$ cat src/hdl/pfc_consts.svh
/*
 * Register indices, field positions, reset values and event encodings of
 * the performance event counter block.
 * Assumes word-indexed APB decode: byte address is four times the index.
 */
`ifndef PFC_CONSTS_SVH
`define PFC_CONSTS_SVH

// ****************************************************************
// register indices (byte address = index * 4)
// ****************************************************************
`define PFC_IDX_FIX0_LO 10'h309
`define PFC_IDX_FIX1_LO 10'h30A
`define PFC_IDX_FIX2_LO 10'h30B
`define PFC_IDX_FIX0_HI 10'h389
`define PFC_IDX_FIX1_HI 10'h38A
`define PFC_IDX_FIX2_HI 10'h38B
`define PFC_IDX_FIX_CTRL 10'h38D
`define PFC_IDX_GP0_LO 10'h0C1
`define PFC_IDX_GP1_LO 10'h0C2
`define PFC_IDX_GP0_HI 10'h0D1
`define PFC_IDX_GP1_HI 10'h0D2
`define PFC_IDX_EVSEL0 10'h186
`define PFC_IDX_EVSEL1 10'h187
`define PFC_IDX_STATUS 10'h38E

// ****************************************************************
// fixed counter control fields
// ****************************************************************
`define PFC_CTL_EN0 0
`define PFC_CTL_EN1 4
`define PFC_CTL_ANY_THREAD 6
`define PFC_CTL_EN2 8
`define PFC_CTL_BUS_CLK_REF 12
`define PFC_CTL_MASK 32'h0000_1151
`define PFC_CTL_RESET 32'h0000_0000

// ****************************************************************
// event select fields
// ****************************************************************
`define PFC_SEL_CODE_LSB 0
`define PFC_SEL_UMASK_LSB 8
`define PFC_SEL_EN 22
`define PFC_SEL_MASK 32'h0040_FFFF
`define PFC_SEL_RESET 32'h0000_0000

// ****************************************************************
// architectural event encodings
// ****************************************************************
`define PFC_EV_CYCLES 8'h3C
`define PFC_UM_CORE 8'h00
`define PFC_UM_REF 8'h01
`define PFC_EV_INSTR 8'hC0
`define PFC_UM_INSTR 8'h00
`define PFC_EV_LLC 8'h2E
`define PFC_UM_LLC_REF 8'h4F
`define PFC_UM_LLC_MISS 8'h41
`define PFC_EV_BRANCH 8'hC4
`define PFC_UM_BRANCH 8'h00
`define PFC_EV_MISPRED 8'hC5
`define PFC_UM_MISPRED 8'h00

`endif

$ cat src/hdl/pfc_pkg.sv
/*
 * Types of the performance event counter block.
 * Assumes pfc_consts.svh supplies the numbers.
 */
package pfc_pkg;

  // ****************************************************************
  // per-cycle indications from the core pipeline (core clock domain)
  // ****************************************************************
  typedef struct packed {
    logic instr_retired;
    logic branch_retired;
    logic branch_mispred;
    logic last_level_cache_reference_event;
    logic llc_miss;
    logic halt_instruction;
    logic monitor_wait_instruction;
    logic thermal_stop_clock;
    logic sibling_unhalted;
  } pfc_core_ev_t;

  typedef struct packed {
    logic [7:0] umask;
    logic [7:0] code;
  } pfc_evsel_t;

endpackage

$ cat src/hdl/pfc_counter64.sv
/*
 * One 64-bit event counter with word-wise software load.
 * Assumes inc, wr_lo and wr_hi are synchronous to clk.
 */
`timescale 1ns/1ns

module pfc_counter64 (
  input wire logic clk,
  input wire logic resetn,
  input wire logic inc,
  input wire logic wr_lo,
  input wire logic wr_hi,
  input wire logic [31:0] wdata,
  output logic [63:0] value
);

  logic [63:0] sum;
  logic [63:0] next_value;

  // a software load wins over a count in the same cycle for that half
  assign sum = value + {63'h0, inc};
  assign next_value = {wr_hi ? wdata : sum[63:32], wr_lo ? wdata : sum[31:0]};

  always_ff @(posedge clk or negedge resetn) begin
    if (!resetn) begin
      value <= 64'h0;
    end else begin
      value <= next_value;
    end
  end

endmodule

$ cat src/hdl/pfc_top.sv
/*
 * Performance event counters: three fixed-function counters and two
 * general-purpose counters with event select, behind an APB slave.
 * Assumes core event indications are on clk; the time-stamp tick and the
 * bus-clock tick are toggling levels from other clocks, slower than clk/2.
 */
`timescale 1ns/1ns
`include "pfc_consts.svh"

// How it works
// - cycle events 3C/00 and 3C/01 selectable
// - 2E/4F counts last-level cache references
// - 2E/41 counts last-level cache misses
// - C4/00 counts retired branches
// - C5/00 counts retired mispredicted branches
// - fixed counters count only their own event
// - fixed counter 0 counts final-uop retirements
// - interrupts and traps never pause counter 0
// - fixed counter 1 counts unhalted core cycles
// - single-thread core counts whole core cycles
// - any-thread bit 6 counts any thread
// - counter 2 stops in halt or thermal stop
// - halt and monitor-wait mean halted
// - reference counter ticks at time-stamp rate
// - core-cycle counter follows actual core clock
// - legacy mode counts bus clocks instead
module pfc_top (
  input wire logic clk,
  input wire logic resetn,
  input wire logic psel,
  input wire logic penable,
  input wire logic pwrite,
  input wire logic [11:0] paddr,
  input wire logic [31:0] pwdata,
  output logic [31:0] prdata,
  output logic pready,
  output logic pslverr,
  input wire pfc_pkg::pfc_core_ev_t core_ev,
  input wire logic tsc_tick_toggle,
  input wire logic bus_clk_toggle
);

  // ****************************************************************
  // core indications, registered once (same clock, no synchroniser)
  // ****************************************************************
  pfc_pkg::pfc_core_ev_t ev_q;

  always_ff @(posedge clk or negedge resetn) begin
    if (!resetn) begin
      ev_q <= '0;
    end else begin
      ev_q <= core_ev;
    end
  end

  // ****************************************************************
  // reference tick crossing: two flops, then an edge flop
  // ****************************************************************
  logic [2:0] tsc_sync;
  logic [2:0] bus_sync;

  always_ff @(posedge clk or negedge resetn) begin
    if (!resetn) begin
      tsc_sync <= 3'h0;
      bus_sync <= 3'h0;
    end else begin
      tsc_sync <= {tsc_sync[1:0], tsc_tick_toggle};
      bus_sync <= {bus_sync[1:0], bus_clk_toggle};
    end
  end

  wire tsc_edge = tsc_sync[2] ^ tsc_sync[1];
  wire bus_edge = bus_sync[2] ^ bus_sync[1];

  // ****************************************************************
  // apb slave
  // ****************************************************************
  logic [31:0] fix_ctrl;
  logic [31:0] evsel0;
  logic [31:0] evsel1;
  logic [63:0] fix0;
  logic [63:0] fix1;
  logic [63:0] fix2;
  logic [63:0] gp0;
  logic [63:0] gp1;

  wire [9:0] idx = paddr[11:2];
  wire setup = psel && !penable;
  wire access_done = psel && penable && pready;
  wire wr_stb = access_done && pwrite && !pslverr;

  function automatic logic pfc_hit(input logic [9:0] i);
    pfc_hit = (i == `PFC_IDX_FIX0_LO) || (i == `PFC_IDX_FIX1_LO) ||
              (i == `PFC_IDX_FIX2_LO) || (i == `PFC_IDX_FIX0_HI) ||
              (i == `PFC_IDX_FIX1_HI) || (i == `PFC_IDX_FIX2_HI) ||
              (i == `PFC_IDX_FIX_CTRL) || (i == `PFC_IDX_GP0_LO) ||
              (i == `PFC_IDX_GP1_LO) || (i == `PFC_IDX_GP0_HI) ||
              (i == `PFC_IDX_GP1_HI) || (i == `PFC_IDX_EVSEL0) ||
              (i == `PFC_IDX_EVSEL1) || (i == `PFC_IDX_STATUS);
  endfunction

  wire hit = pfc_hit(idx) && (paddr[1:0] == 2'h0);
  wire wr_fix0_lo = wr_stb && (idx == `PFC_IDX_FIX0_LO);
  wire wr_fix1_lo = wr_stb && (idx == `PFC_IDX_FIX1_LO);
  wire wr_fix2_lo = wr_stb && (idx == `PFC_IDX_FIX2_LO);
  wire wr_fix0_hi = wr_stb && (idx == `PFC_IDX_FIX0_HI);
  wire wr_fix1_hi = wr_stb && (idx == `PFC_IDX_FIX1_HI);
  wire wr_fix2_hi = wr_stb && (idx == `PFC_IDX_FIX2_HI);
  wire wr_gp0_lo = wr_stb && (idx == `PFC_IDX_GP0_LO);
  wire wr_gp1_lo = wr_stb && (idx == `PFC_IDX_GP1_LO);
  wire wr_gp0_hi = wr_stb && (idx == `PFC_IDX_GP0_HI);
  wire wr_gp1_hi = wr_stb && (idx == `PFC_IDX_GP1_HI);
  wire wr_ctrl = wr_stb && (idx == `PFC_IDX_FIX_CTRL);
  wire wr_sel0 = wr_stb && (idx == `PFC_IDX_EVSEL0);
  wire wr_sel1 = wr_stb && (idx == `PFC_IDX_EVSEL1);

  // core halted when running halt or monitor-wait
  wire halted = ev_q.halt_instruction || ev_q.monitor_wait_instruction;
  wire [31:0] status_word = {28'h0, ev_q.sibling_unhalted, ev_q.thermal_stop_clock,
                             halted, 1'b0};

  function automatic logic [31:0] pfc_read(input logic [9:0] i);
    unique case (i)
      `PFC_IDX_FIX0_LO: pfc_read = fix0[31:0];
      `PFC_IDX_FIX1_LO: pfc_read = fix1[31:0];
      `PFC_IDX_FIX2_LO: pfc_read = fix2[31:0];
      `PFC_IDX_FIX0_HI: pfc_read = fix0[63:32];
      `PFC_IDX_FIX1_HI: pfc_read = fix1[63:32];
      `PFC_IDX_FIX2_HI: pfc_read = fix2[63:32];
      `PFC_IDX_FIX_CTRL: pfc_read = fix_ctrl;
      `PFC_IDX_GP0_LO: pfc_read = gp0[31:0];
      `PFC_IDX_GP1_LO: pfc_read = gp1[31:0];
      `PFC_IDX_GP0_HI: pfc_read = gp0[63:32];
      `PFC_IDX_GP1_HI: pfc_read = gp1[63:32];
      `PFC_IDX_EVSEL0: pfc_read = evsel0;
      `PFC_IDX_EVSEL1: pfc_read = evsel1;
      `PFC_IDX_STATUS: pfc_read = status_word;
      default: pfc_read = 32'h0;
    endcase
  endfunction

  // reads are a snapshot taken in the setup cycle, never a side effect
  wire [31:0] rd_word = pfc_read(idx);

  always_ff @(posedge clk or negedge resetn) begin
    if (!resetn) begin
      pready <= 1'b0;
      pslverr <= 1'b0;
      prdata <= 32'h0;
    end else begin
      pready <= setup;
      pslverr <= setup && !hit;
      prdata <= (setup && !pwrite && hit) ? rd_word : 32'h0;
    end
  end

  // ****************************************************************
  // control and event select registers
  // ****************************************************************
  always_ff @(posedge clk or negedge resetn) begin
    if (!resetn) begin
      fix_ctrl <= `PFC_CTL_RESET;
      evsel0 <= `PFC_SEL_RESET;
      evsel1 <= `PFC_SEL_RESET;
    end else begin
      if (wr_ctrl) begin
        fix_ctrl <= pwdata & `PFC_CTL_MASK;
      end
      if (wr_sel0) begin
        evsel0 <= pwdata & `PFC_SEL_MASK;
      end
      if (wr_sel1) begin
        evsel1 <= pwdata & `PFC_SEL_MASK;
      end
    end
  end

  wire en0 = fix_ctrl[`PFC_CTL_EN0];
  wire en1 = fix_ctrl[`PFC_CTL_EN1];
  wire en2 = fix_ctrl[`PFC_CTL_EN2];
  wire any_thread = fix_ctrl[`PFC_CTL_ANY_THREAD];
  wire bus_ref = fix_ctrl[`PFC_CTL_BUS_CLK_REF];

  // ****************************************************************
  // qualified events
  // ****************************************************************
  // every clk edge is a core cycle, so frequency changes show directly
  wire core_unhalted = !halted;
  // a lone thread has no sibling, so its own cycles are the core's
  wire core_any_unhalted = !halted || ev_q.sibling_unhalted;
  wire ref_tick = bus_ref ? bus_edge : tsc_edge;
  wire ref_unhalted = ref_tick && !halted && !ev_q.thermal_stop_clock;

  // no interrupt or trap term gates the retirement count
  wire inc_fix0 = en0 && ev_q.instr_retired;
  wire inc_fix1 = en1 && (any_thread ? core_any_unhalted : core_unhalted);
  wire inc_fix2 = en2 && ref_unhalted;

  function automatic logic pfc_gp_event(input logic [31:0] sel,
                                        input pfc_pkg::pfc_core_ev_t e,
                                        input logic cyc,
                                        input logic refc);
    pfc_pkg::pfc_evsel_t s;
    s = sel[15:0];
    pfc_gp_event = 1'b0;
    if (sel[`PFC_SEL_EN]) begin
      if (s.code == `PFC_EV_CYCLES && s.umask == `PFC_UM_CORE) begin
        pfc_gp_event = cyc;
      end else if (s.code == `PFC_EV_CYCLES && s.umask == `PFC_UM_REF) begin
        pfc_gp_event = refc;
      end else if (s.code == `PFC_EV_INSTR && s.umask == `PFC_UM_INSTR) begin
        pfc_gp_event = e.instr_retired;
      end else if (s.code == `PFC_EV_LLC && s.umask == `PFC_UM_LLC_REF) begin
        pfc_gp_event = e.last_level_cache_reference_event;
      end else if (s.code == `PFC_EV_LLC && s.umask == `PFC_UM_LLC_MISS) begin
        pfc_gp_event = e.llc_miss;
      end else if (s.code == `PFC_EV_BRANCH && s.umask == `PFC_UM_BRANCH) begin
        pfc_gp_event = e.branch_retired;
      end else if (s.code == `PFC_EV_MISPRED && s.umask == `PFC_UM_MISPRED) begin
        pfc_gp_event = e.branch_mispred;
      end
    end
  endfunction

  // unlisted encodings count nothing rather than something undefined
  wire inc_gp0 = pfc_gp_event(evsel0, ev_q, core_unhalted, ref_unhalted);
  wire inc_gp1 = pfc_gp_event(evsel1, ev_q, core_unhalted, ref_unhalted);

  // ****************************************************************
  // counters
  // ****************************************************************
  // fixed counters take no event select, so nothing can redirect them
  pfc_counter64 u_fix0 (.clk(clk), .resetn(resetn), .inc(inc_fix0), .wr_lo(wr_fix0_lo),
    .wr_hi(wr_fix0_hi), .wdata(pwdata), .value(fix0));
  pfc_counter64 u_fix1 (.clk(clk), .resetn(resetn), .inc(inc_fix1), .wr_lo(wr_fix1_lo),
    .wr_hi(wr_fix1_hi), .wdata(pwdata), .value(fix1));
  pfc_counter64 u_fix2 (.clk(clk), .resetn(resetn), .inc(inc_fix2), .wr_lo(wr_fix2_lo),
    .wr_hi(wr_fix2_hi), .wdata(pwdata), .value(fix2));
  pfc_counter64 u_gp0 (.clk(clk), .resetn(resetn), .inc(inc_gp0), .wr_lo(wr_gp0_lo),
    .wr_hi(wr_gp0_hi), .wdata(pwdata), .value(gp0));
  pfc_counter64 u_gp1 (.clk(clk), .resetn(resetn), .inc(inc_gp1), .wr_lo(wr_gp1_lo),
    .wr_hi(wr_gp1_hi), .wdata(pwdata), .value(gp1));

  // ****************************************************************
  // checks
  // ****************************************************************
  wire [7:0] sel0_code = evsel0[7:0];
  wire [7:0] sel0_umask = evsel0[15:8];
  wire sel0_on = evsel0[`PFC_SEL_EN];

  chk_gp_core_cycles: assert property (
    @(posedge clk) disable iff (!resetn)
    (sel0_on && sel0_code == 8'h3C && sel0_umask == 8'h00 && !halted && !wr_stb)
      |=> gp0 == $past(gp0) + 64'h1)
    else $error("gp counter missed an unhalted core cycle");

  chk_gp_llc_ref: assert property (
    @(posedge clk) disable iff (!resetn)
    (sel0_on && sel0_code == 8'h2E && sel0_umask == 8'h4F && !wr_stb)
      |=> gp0 == $past(gp0) + {63'h0, $past(ev_q.last_level_cache_reference_event)})
    else $error("gp counter does not track cache references");

  chk_gp_llc_miss: assert property (
    @(posedge clk) disable iff (!resetn)
    (sel0_on && sel0_code == 8'h2E && sel0_umask == 8'h41 && !wr_stb)
      |=> gp0 == $past(gp0) + {63'h0, $past(ev_q.llc_miss)})
    else $error("gp counter does not track cache misses");

  chk_gp_branch: assert property (
    @(posedge clk) disable iff (!resetn)
    (sel0_on && sel0_code == 8'hC4 && sel0_umask == 8'h00 && ev_q.branch_retired && !wr_stb)
      |=> gp0 != $past(gp0))
    else $error("retired branch not counted");

  chk_gp_mispred: assert property (
    @(posedge clk) disable iff (!resetn)
    (sel0_on && sel0_code == 8'hC5 && sel0_umask == 8'h00 && !ev_q.branch_mispred && !wr_stb)
      |=> $stable(gp0))
    else $error("mispredict counter moved without a mispredict");

  chk_fix0_only: assert property (
    @(posedge clk) disable iff (!resetn)
    (!ev_q.instr_retired && !wr_stb) |=> $stable(fix0))
    else $error("fixed counter 0 counted a foreign event");

  chk_fix0_retire: assert property (
    @(posedge clk) disable iff (!resetn)
    (en0 && ev_q.instr_retired && !wr_stb) |=> fix0 == $past(fix0) + 64'h1)
    else $error("retired instruction not counted");

  chk_fix1_unhalted: assert property (
    @(posedge clk) disable iff (!resetn)
    (en1 && !halted && !wr_stb) ##1 (en1 && !halted && !wr_stb)
      |=> fix1 == $past(fix1, 2) + 64'h2)
    else $error("core cycle counter lost an unhalted cycle");

  chk_fix1_any: assert property (
    @(posedge clk) disable iff (!resetn)
    (en1 && halted && !wr_stb) |=> (fix1 != $past(fix1)) == $past(any_thread && ev_q.sibling_unhalted))
    else $error("any-thread selection wrong on core cycle counter");

  chk_fix2_stop: assert property (
    @(posedge clk) disable iff (!resetn)
    ((halted || ev_q.thermal_stop_clock) && !wr_stb) |=> $stable(fix2))
    else $error("reference counter ran while halted or stopped");

  chk_halt_monitor_wait_instruction: assert property (
    @(posedge clk) disable iff (!resetn)
    (ev_q.monitor_wait_instruction && !any_thread && !wr_stb) |=> $stable(fix1))
    else $error("monitor-wait not treated as halted");

  chk_ref_rate: assert property (
    @(posedge clk) disable iff (!resetn)
    (!bus_ref && !tsc_edge && !wr_stb) |=> $stable(fix2))
    else $error("reference counter ticked without a time-stamp edge");

  chk_bus_ref: assert property (
    @(posedge clk) disable iff (!resetn)
    (en2 && bus_ref && bus_edge && !halted && !ev_q.thermal_stop_clock && !wr_stb)
      |=> fix2 == $past(fix2) + 64'h1)
    else $error("bus clock tick not counted in legacy mode");

  chk_read_quiet: assert property (
    @(posedge clk) disable iff (!resetn)
    (setup && !pwrite && hit) |=> (pready && prdata == $past(rd_word)) ##1 !pready)
    else $error("read answer wrong or not one cycle");

endmodule

$ cat config.mk
export PLATFORM = sky130hd
export DESIGN_NAME = pfc_top
export DESIGN_NICKNAME = d
export VERILOG_FILES = /design/src/hdl/pfc_pkg.sv /design/src/hdl/pfc_counter64.sv /design/src/hdl/pfc_top.sv
export VERILOG_INCLUDE_DIRS = /design/src /design/src/hdl
export SDC_FILE = /design/constraint.sdc
export NUM_CORES = 1
export LEC_CHECK = 0
export BUFFER_PORTS_ARGS = -buffer_cell sky130_fd_sc_hd__buf_2
export CAP_MARGIN = 20
export CORE_UTILIZATION = 53
export DETAILED_ROUTE_END_ITERATION = 12
export PLACE_DENSITY = 0.67
export SYNTH_ARGS = -nofsm -noshare
export SYNTH_HDL_FRONTEND = slang
export SYNTH_HIERARCHICAL = 1
export SYNTH_SLANG_ARGS = --single-unit
export TNS_END_PERCENT = 30
$ cat constraint.sdc
create_clock -name clk -period 4.7 [get_ports clk]
set_input_delay 0.235 -clock clk [delete_from_list [all_inputs] [get_ports clk]]
set_output_delay 0.235 -clock clk [all_outputs]
set_load 0.1 [all_outputs]
==> impl_metrics.csv <==
group,metric,value,unit
power_and_ir_drop,leakage,10.9,nW
timing,setup_viol,0,
cells_and_area,area_growth,12.0,%
clocking,root_buffer,"clkbuf_16",
routing,dr.pass1.iters,7,
clocking,cts_setup_buffers,0,
clocking,clk_path_buf_depth,3,
floorplan,initial_core_util,0.536,
timing,min_period,4.27,ns
floorplan,fp.dieH,219,um
timing,fin_crit_sh,0.908,
logic_synthesis,netlist_area,0.0249,mm^2
timing,max_clock_freq,234,MHz
setup_path,crit_slowest_cell,"or4_4",
floorplan,pin_count,94,
clocking,path_clk_slew,0.06,ns
clocking,clock_latency,0.61,ns
logic_synthesis,synth_ff_type,"dfrtp_1",
run,drv_cap,0,
cells_and_area,fin_util,0.600,
logic_synthesis,synthArstFlopShare,1.00,
timing,fin_hold_ws,0.0647,ns
grt,antenna_found_initial,7,
power_and_ir_drop,p_comb_frac,0.059,
setup_path,crit_path_max_incr_delay,0.64,ns
floorplan,fp.dieW,219,um
routing,antenna_left,0,
routing,via_per_inst,7.06,
setup_path,critPathArrivalTime,4.79,ns
routing,wl_per_cell,30.1,um
setup_path,cp-end-kind,"flop",
cells_and_area,n_fill_cell,4096,
grt,overflow,0,
routing,vias,25100,
cells_and_area,fin_nets,2984,
setup_path,crit_fanout,12,
logic_synthesis,avgSynthCellArea,8.80,um^2
timing,fin_ws,0.432,ns
clocking,cts_made_buffers,48,
floorplan,rows,79,
timing,finalSetupTns,0,ns
setup_path,cp_top_family,"simple AND/OR/NAND/NOR gates",
power_and_ir_drop,p_per_area,277,mW/mm^2
clocking,htree_levels,2,
routing,detail_route.iter0.violations,3825,
place,dp_hpwl,76200,um
logic_synthesis,synth_fp_nets,2896,
timing,relSlewSlack,0.201,
logic_synthesis,yosys_warnings,6,
power_and_ir_drop,netSwitchingPower,1.95,mW
timing,grt_setup_unrepaired,"false",
routing,drt-total-wl,107000,um
logic_synthesis,postSynthCellCount,2826,
logic_synthesis,ys_seq_area_frac,0.410,
setup_path,critical_path_class,"flop to flop",
timing,tightest_slew,1.19,ns
cells_and_area,layout-drive-gt1-share,0.128,
power_and_ir_drop,switching_share,0.252,
setup_path,required,5.22,ns
power_and_ir_drop,peakVddDrop,0.318,mV
place,place_congestion,1.07,
power_and_ir_drop,pwr-share-seq,0.458,
logic_synthesis,synth_edf_count,0,
setup_path,startpoint_type,"flop",
logic_synthesis,ys_types,69,
timing,finalHoldViolations,0,
power_and_ir_drop,power,7.73,mW
setup_path,path_buf_inv,0,
outcome,status,"completed",
power_and_ir_drop,power.internal,5.78,mW
timing,drv_slew,0,
timing,clock-skew-final,0.0268,ns
grt,grt_util_all_layers,0.445,
grt,grt_max_degree,126,
logic_synthesis,synth-seq-cells,408,
clocking,cts_tree,"done",
worst_hold_path,hold_class,"input pin to flop",
power_and_ir_drop,power_frac_clock,0.483,
floorplan,dieArea,0.0478,mm^2
place,io_buffer_count,93,
floorplan,placeableCoreArea,0.0465,mm^2
grt,grt_pass1_wl,155000,um
place,dp_slack,0.489,ns
grt,grt_pass1_vias,23100,
clocking,cts_sinks,408,
routing,drcViolationCount,0,
setup_path,crit_chain,"nand4b_1 -> or3_1 -> a211oi_1 -> o21ai_0 -> a221oi_1 -> ha_1 -> ha_1 -> nand4_1 -> or4_4 -> or4_4 -> or4_1 -> a31oi_1",
[what timing repair did]
item / in CTS / in global routing
hold endpoints to repair: 75 / 0
gates resized for setup: 0 / 0
hold buffers: 16 / 0
[per-layer routing]
metal / part of all wire / track usage / vias up
met1: 0.38 / 0.580 / 12200
met5: 0.00038 / 0 / -
met2: 0.44 / 0.674 / 1724
met4: 0.060 / 0.232 / 6
li1: - / - / 10700
met3: 0.12 / 0.120 / 366
[cells by family after synthesis]
kind of cell             Yosys count  synth area share
AND/OR/NAND/NOR                 1236             0.261
AO/OA/AOI/OAI                    619             0.159
flip-flops                       408             0.410
XOR/XNOR                         212            0.0746
buffers and inverters            212            0.0342
multiplexers                     129            0.0562
adder cells (fa/ha/maj)           10           0.00503
[placed cells by master (no fill, tap or decap), types with 11 or more instances in the layout]
| cell | n |
|---|---|
| clkbuf_16 | 49 |
| a22o_1 | 11 |
| mux2i_1 | 44 |
| dlygate4sd3_1 | 16 |
| buf_2 | 92 |
| nor2b_1 | 18 |
| or2_2 | 12 |
| a21oi_1 | 36 |
| and3_1 | 28 |
| nor2_1 | 178 |
| o311ai_0 | 15 |
| nand3_1 | 136 |
| and4_1 | 15 |
| a22oi_1 | 81 |
| nor4_1 | 63 |
| buf_4 | 70 |
| nand2_1 | 354 |
| nand4_1 | 113 |
| a221oi_1 | 21 |
| o22ai_1 | 26 |
| o31ai_1 | 35 |
| xor2_1 | 67 |
| mux2_2 | 79 |
| o21ai_0 | 247 |
| clkbuf_1 | 12 |
| xnor2_1 | 145 |
| nor3_1 | 97 |
| or3_1 | 47 |
| or4_1 | 86 |
| inv_1 | 66 |
| dfrtp_1 | 408 |
| a31oi_1 | 83 |
[worst register-to-register path, cell delays in order (launching register included)]
cell and delay [ns]:
dfrtp_1 0.43, nand4b_1 0.19, or3_1 0.35, a211oi_1 0.26, o21ai_0 0.11, a221oi_1 0.35, ha_1 0.30, ha_1 0.24
nand4_1 0.15, or4_4 0.46, or4_4 0.64, or4_1 0.53, a31oi_1 0.18
[metrics by stage]
stage	instances	instance area (um^2)
finish	3556	27900
detailed placement	3453	26200
CTS	3552	27900
floorplan	2826	24900
global placement	3453	26200
global route	3554	27900
[cells in the mapped netlist, types with 65 or more instances]
master | count | area (um^2)
a22oi_1 | 81 | 608
a31oi_1 | 83 | 519
clkbuf_1 | 121 | 454
dfrtp_1 | 408 | 10200
inv_1 | 66 | 248
mux2_2 | 79 | 890
nand2_1 | 354 | 1330
nand3_1 | 136 | 681
nand4_1 | 113 | 707
nor2_1 | 179 | 672
nor3_1 | 106 | 531
nor4_1 | 65 | 407
o21ai_0 | 247 | 1240
or4_1 | 86 | 646
xnor2_1 | 145 | 1270
xor2_1 | 67 | 587
[sequential cells by signal, summed over array words and instances, names as in the netlist]
| name | count |
|---|---|
| u_gp1/value | 64 |
| pslverr | 1 |
| evsel1 | 17 |
| u_gp0/value | 64 |
| fix_ctrl | 5 |
| pready | 1 |
| prdata | 32 |
| tsc_sync | 3 |
| u_fix2/value | 64 |
| evsel0 | 17 |
| bus_sync | 3 |
| ev_q | 9 |
| u_fix1/value | 64 |
| u_fix0/value | 64 |
[final timing paths]
kind / startpoint / to / slack (ns) / depth (start not counted)
max: evsel0[0] / u_gp0/value[58] / 0.43 / 12
min: psel / pslverr / 0.06 / 3
max reg2reg: evsel0[0] / u_gp0/value[58] / 0.43 / 12
min reg2reg: tsc_sync[0] / tsc_sync[1] / 0.35 / 0
max in group asynchronous: resetn / prdata[22] / 3.41 / 3
min in group asynchronous: resetn / u_fix0/value[62] / 0.16 / 2
[cell type report]
| cell class | instances | area [um^2] | share of cell area |
|---|---|---|---|
| antenna | 2 | 5.00 | 0.000180 |
| clock buffer | 70 | 1400 | 0.0500 |
| clock inverter | 13 | 121 | 0.00435 |
| inverter | 66 | 248 | 0.00889 |
| multi-input combinational | 2206 | 13900 | 0.499 |
| sequential | 408 | 10200 | 0.366 |
| tap | 607 | 759 | 0.0272 |
| timing repair buffer | 184 | 1230 | 0.0443 |
[power by group through the flow]
stage	clock network [mW]	logic [mW]	registers, mW
floorplan	0	0.125	3.60
global placement	0	0.426	3.60
detailed placement	0	0.427	3.60
CTS	3.74	0.439	3.54
global route	3.87	0.468	3.54
finish	3.73	0.456	3.54
No activity file was read; power rests on OpenSTA's default activity.
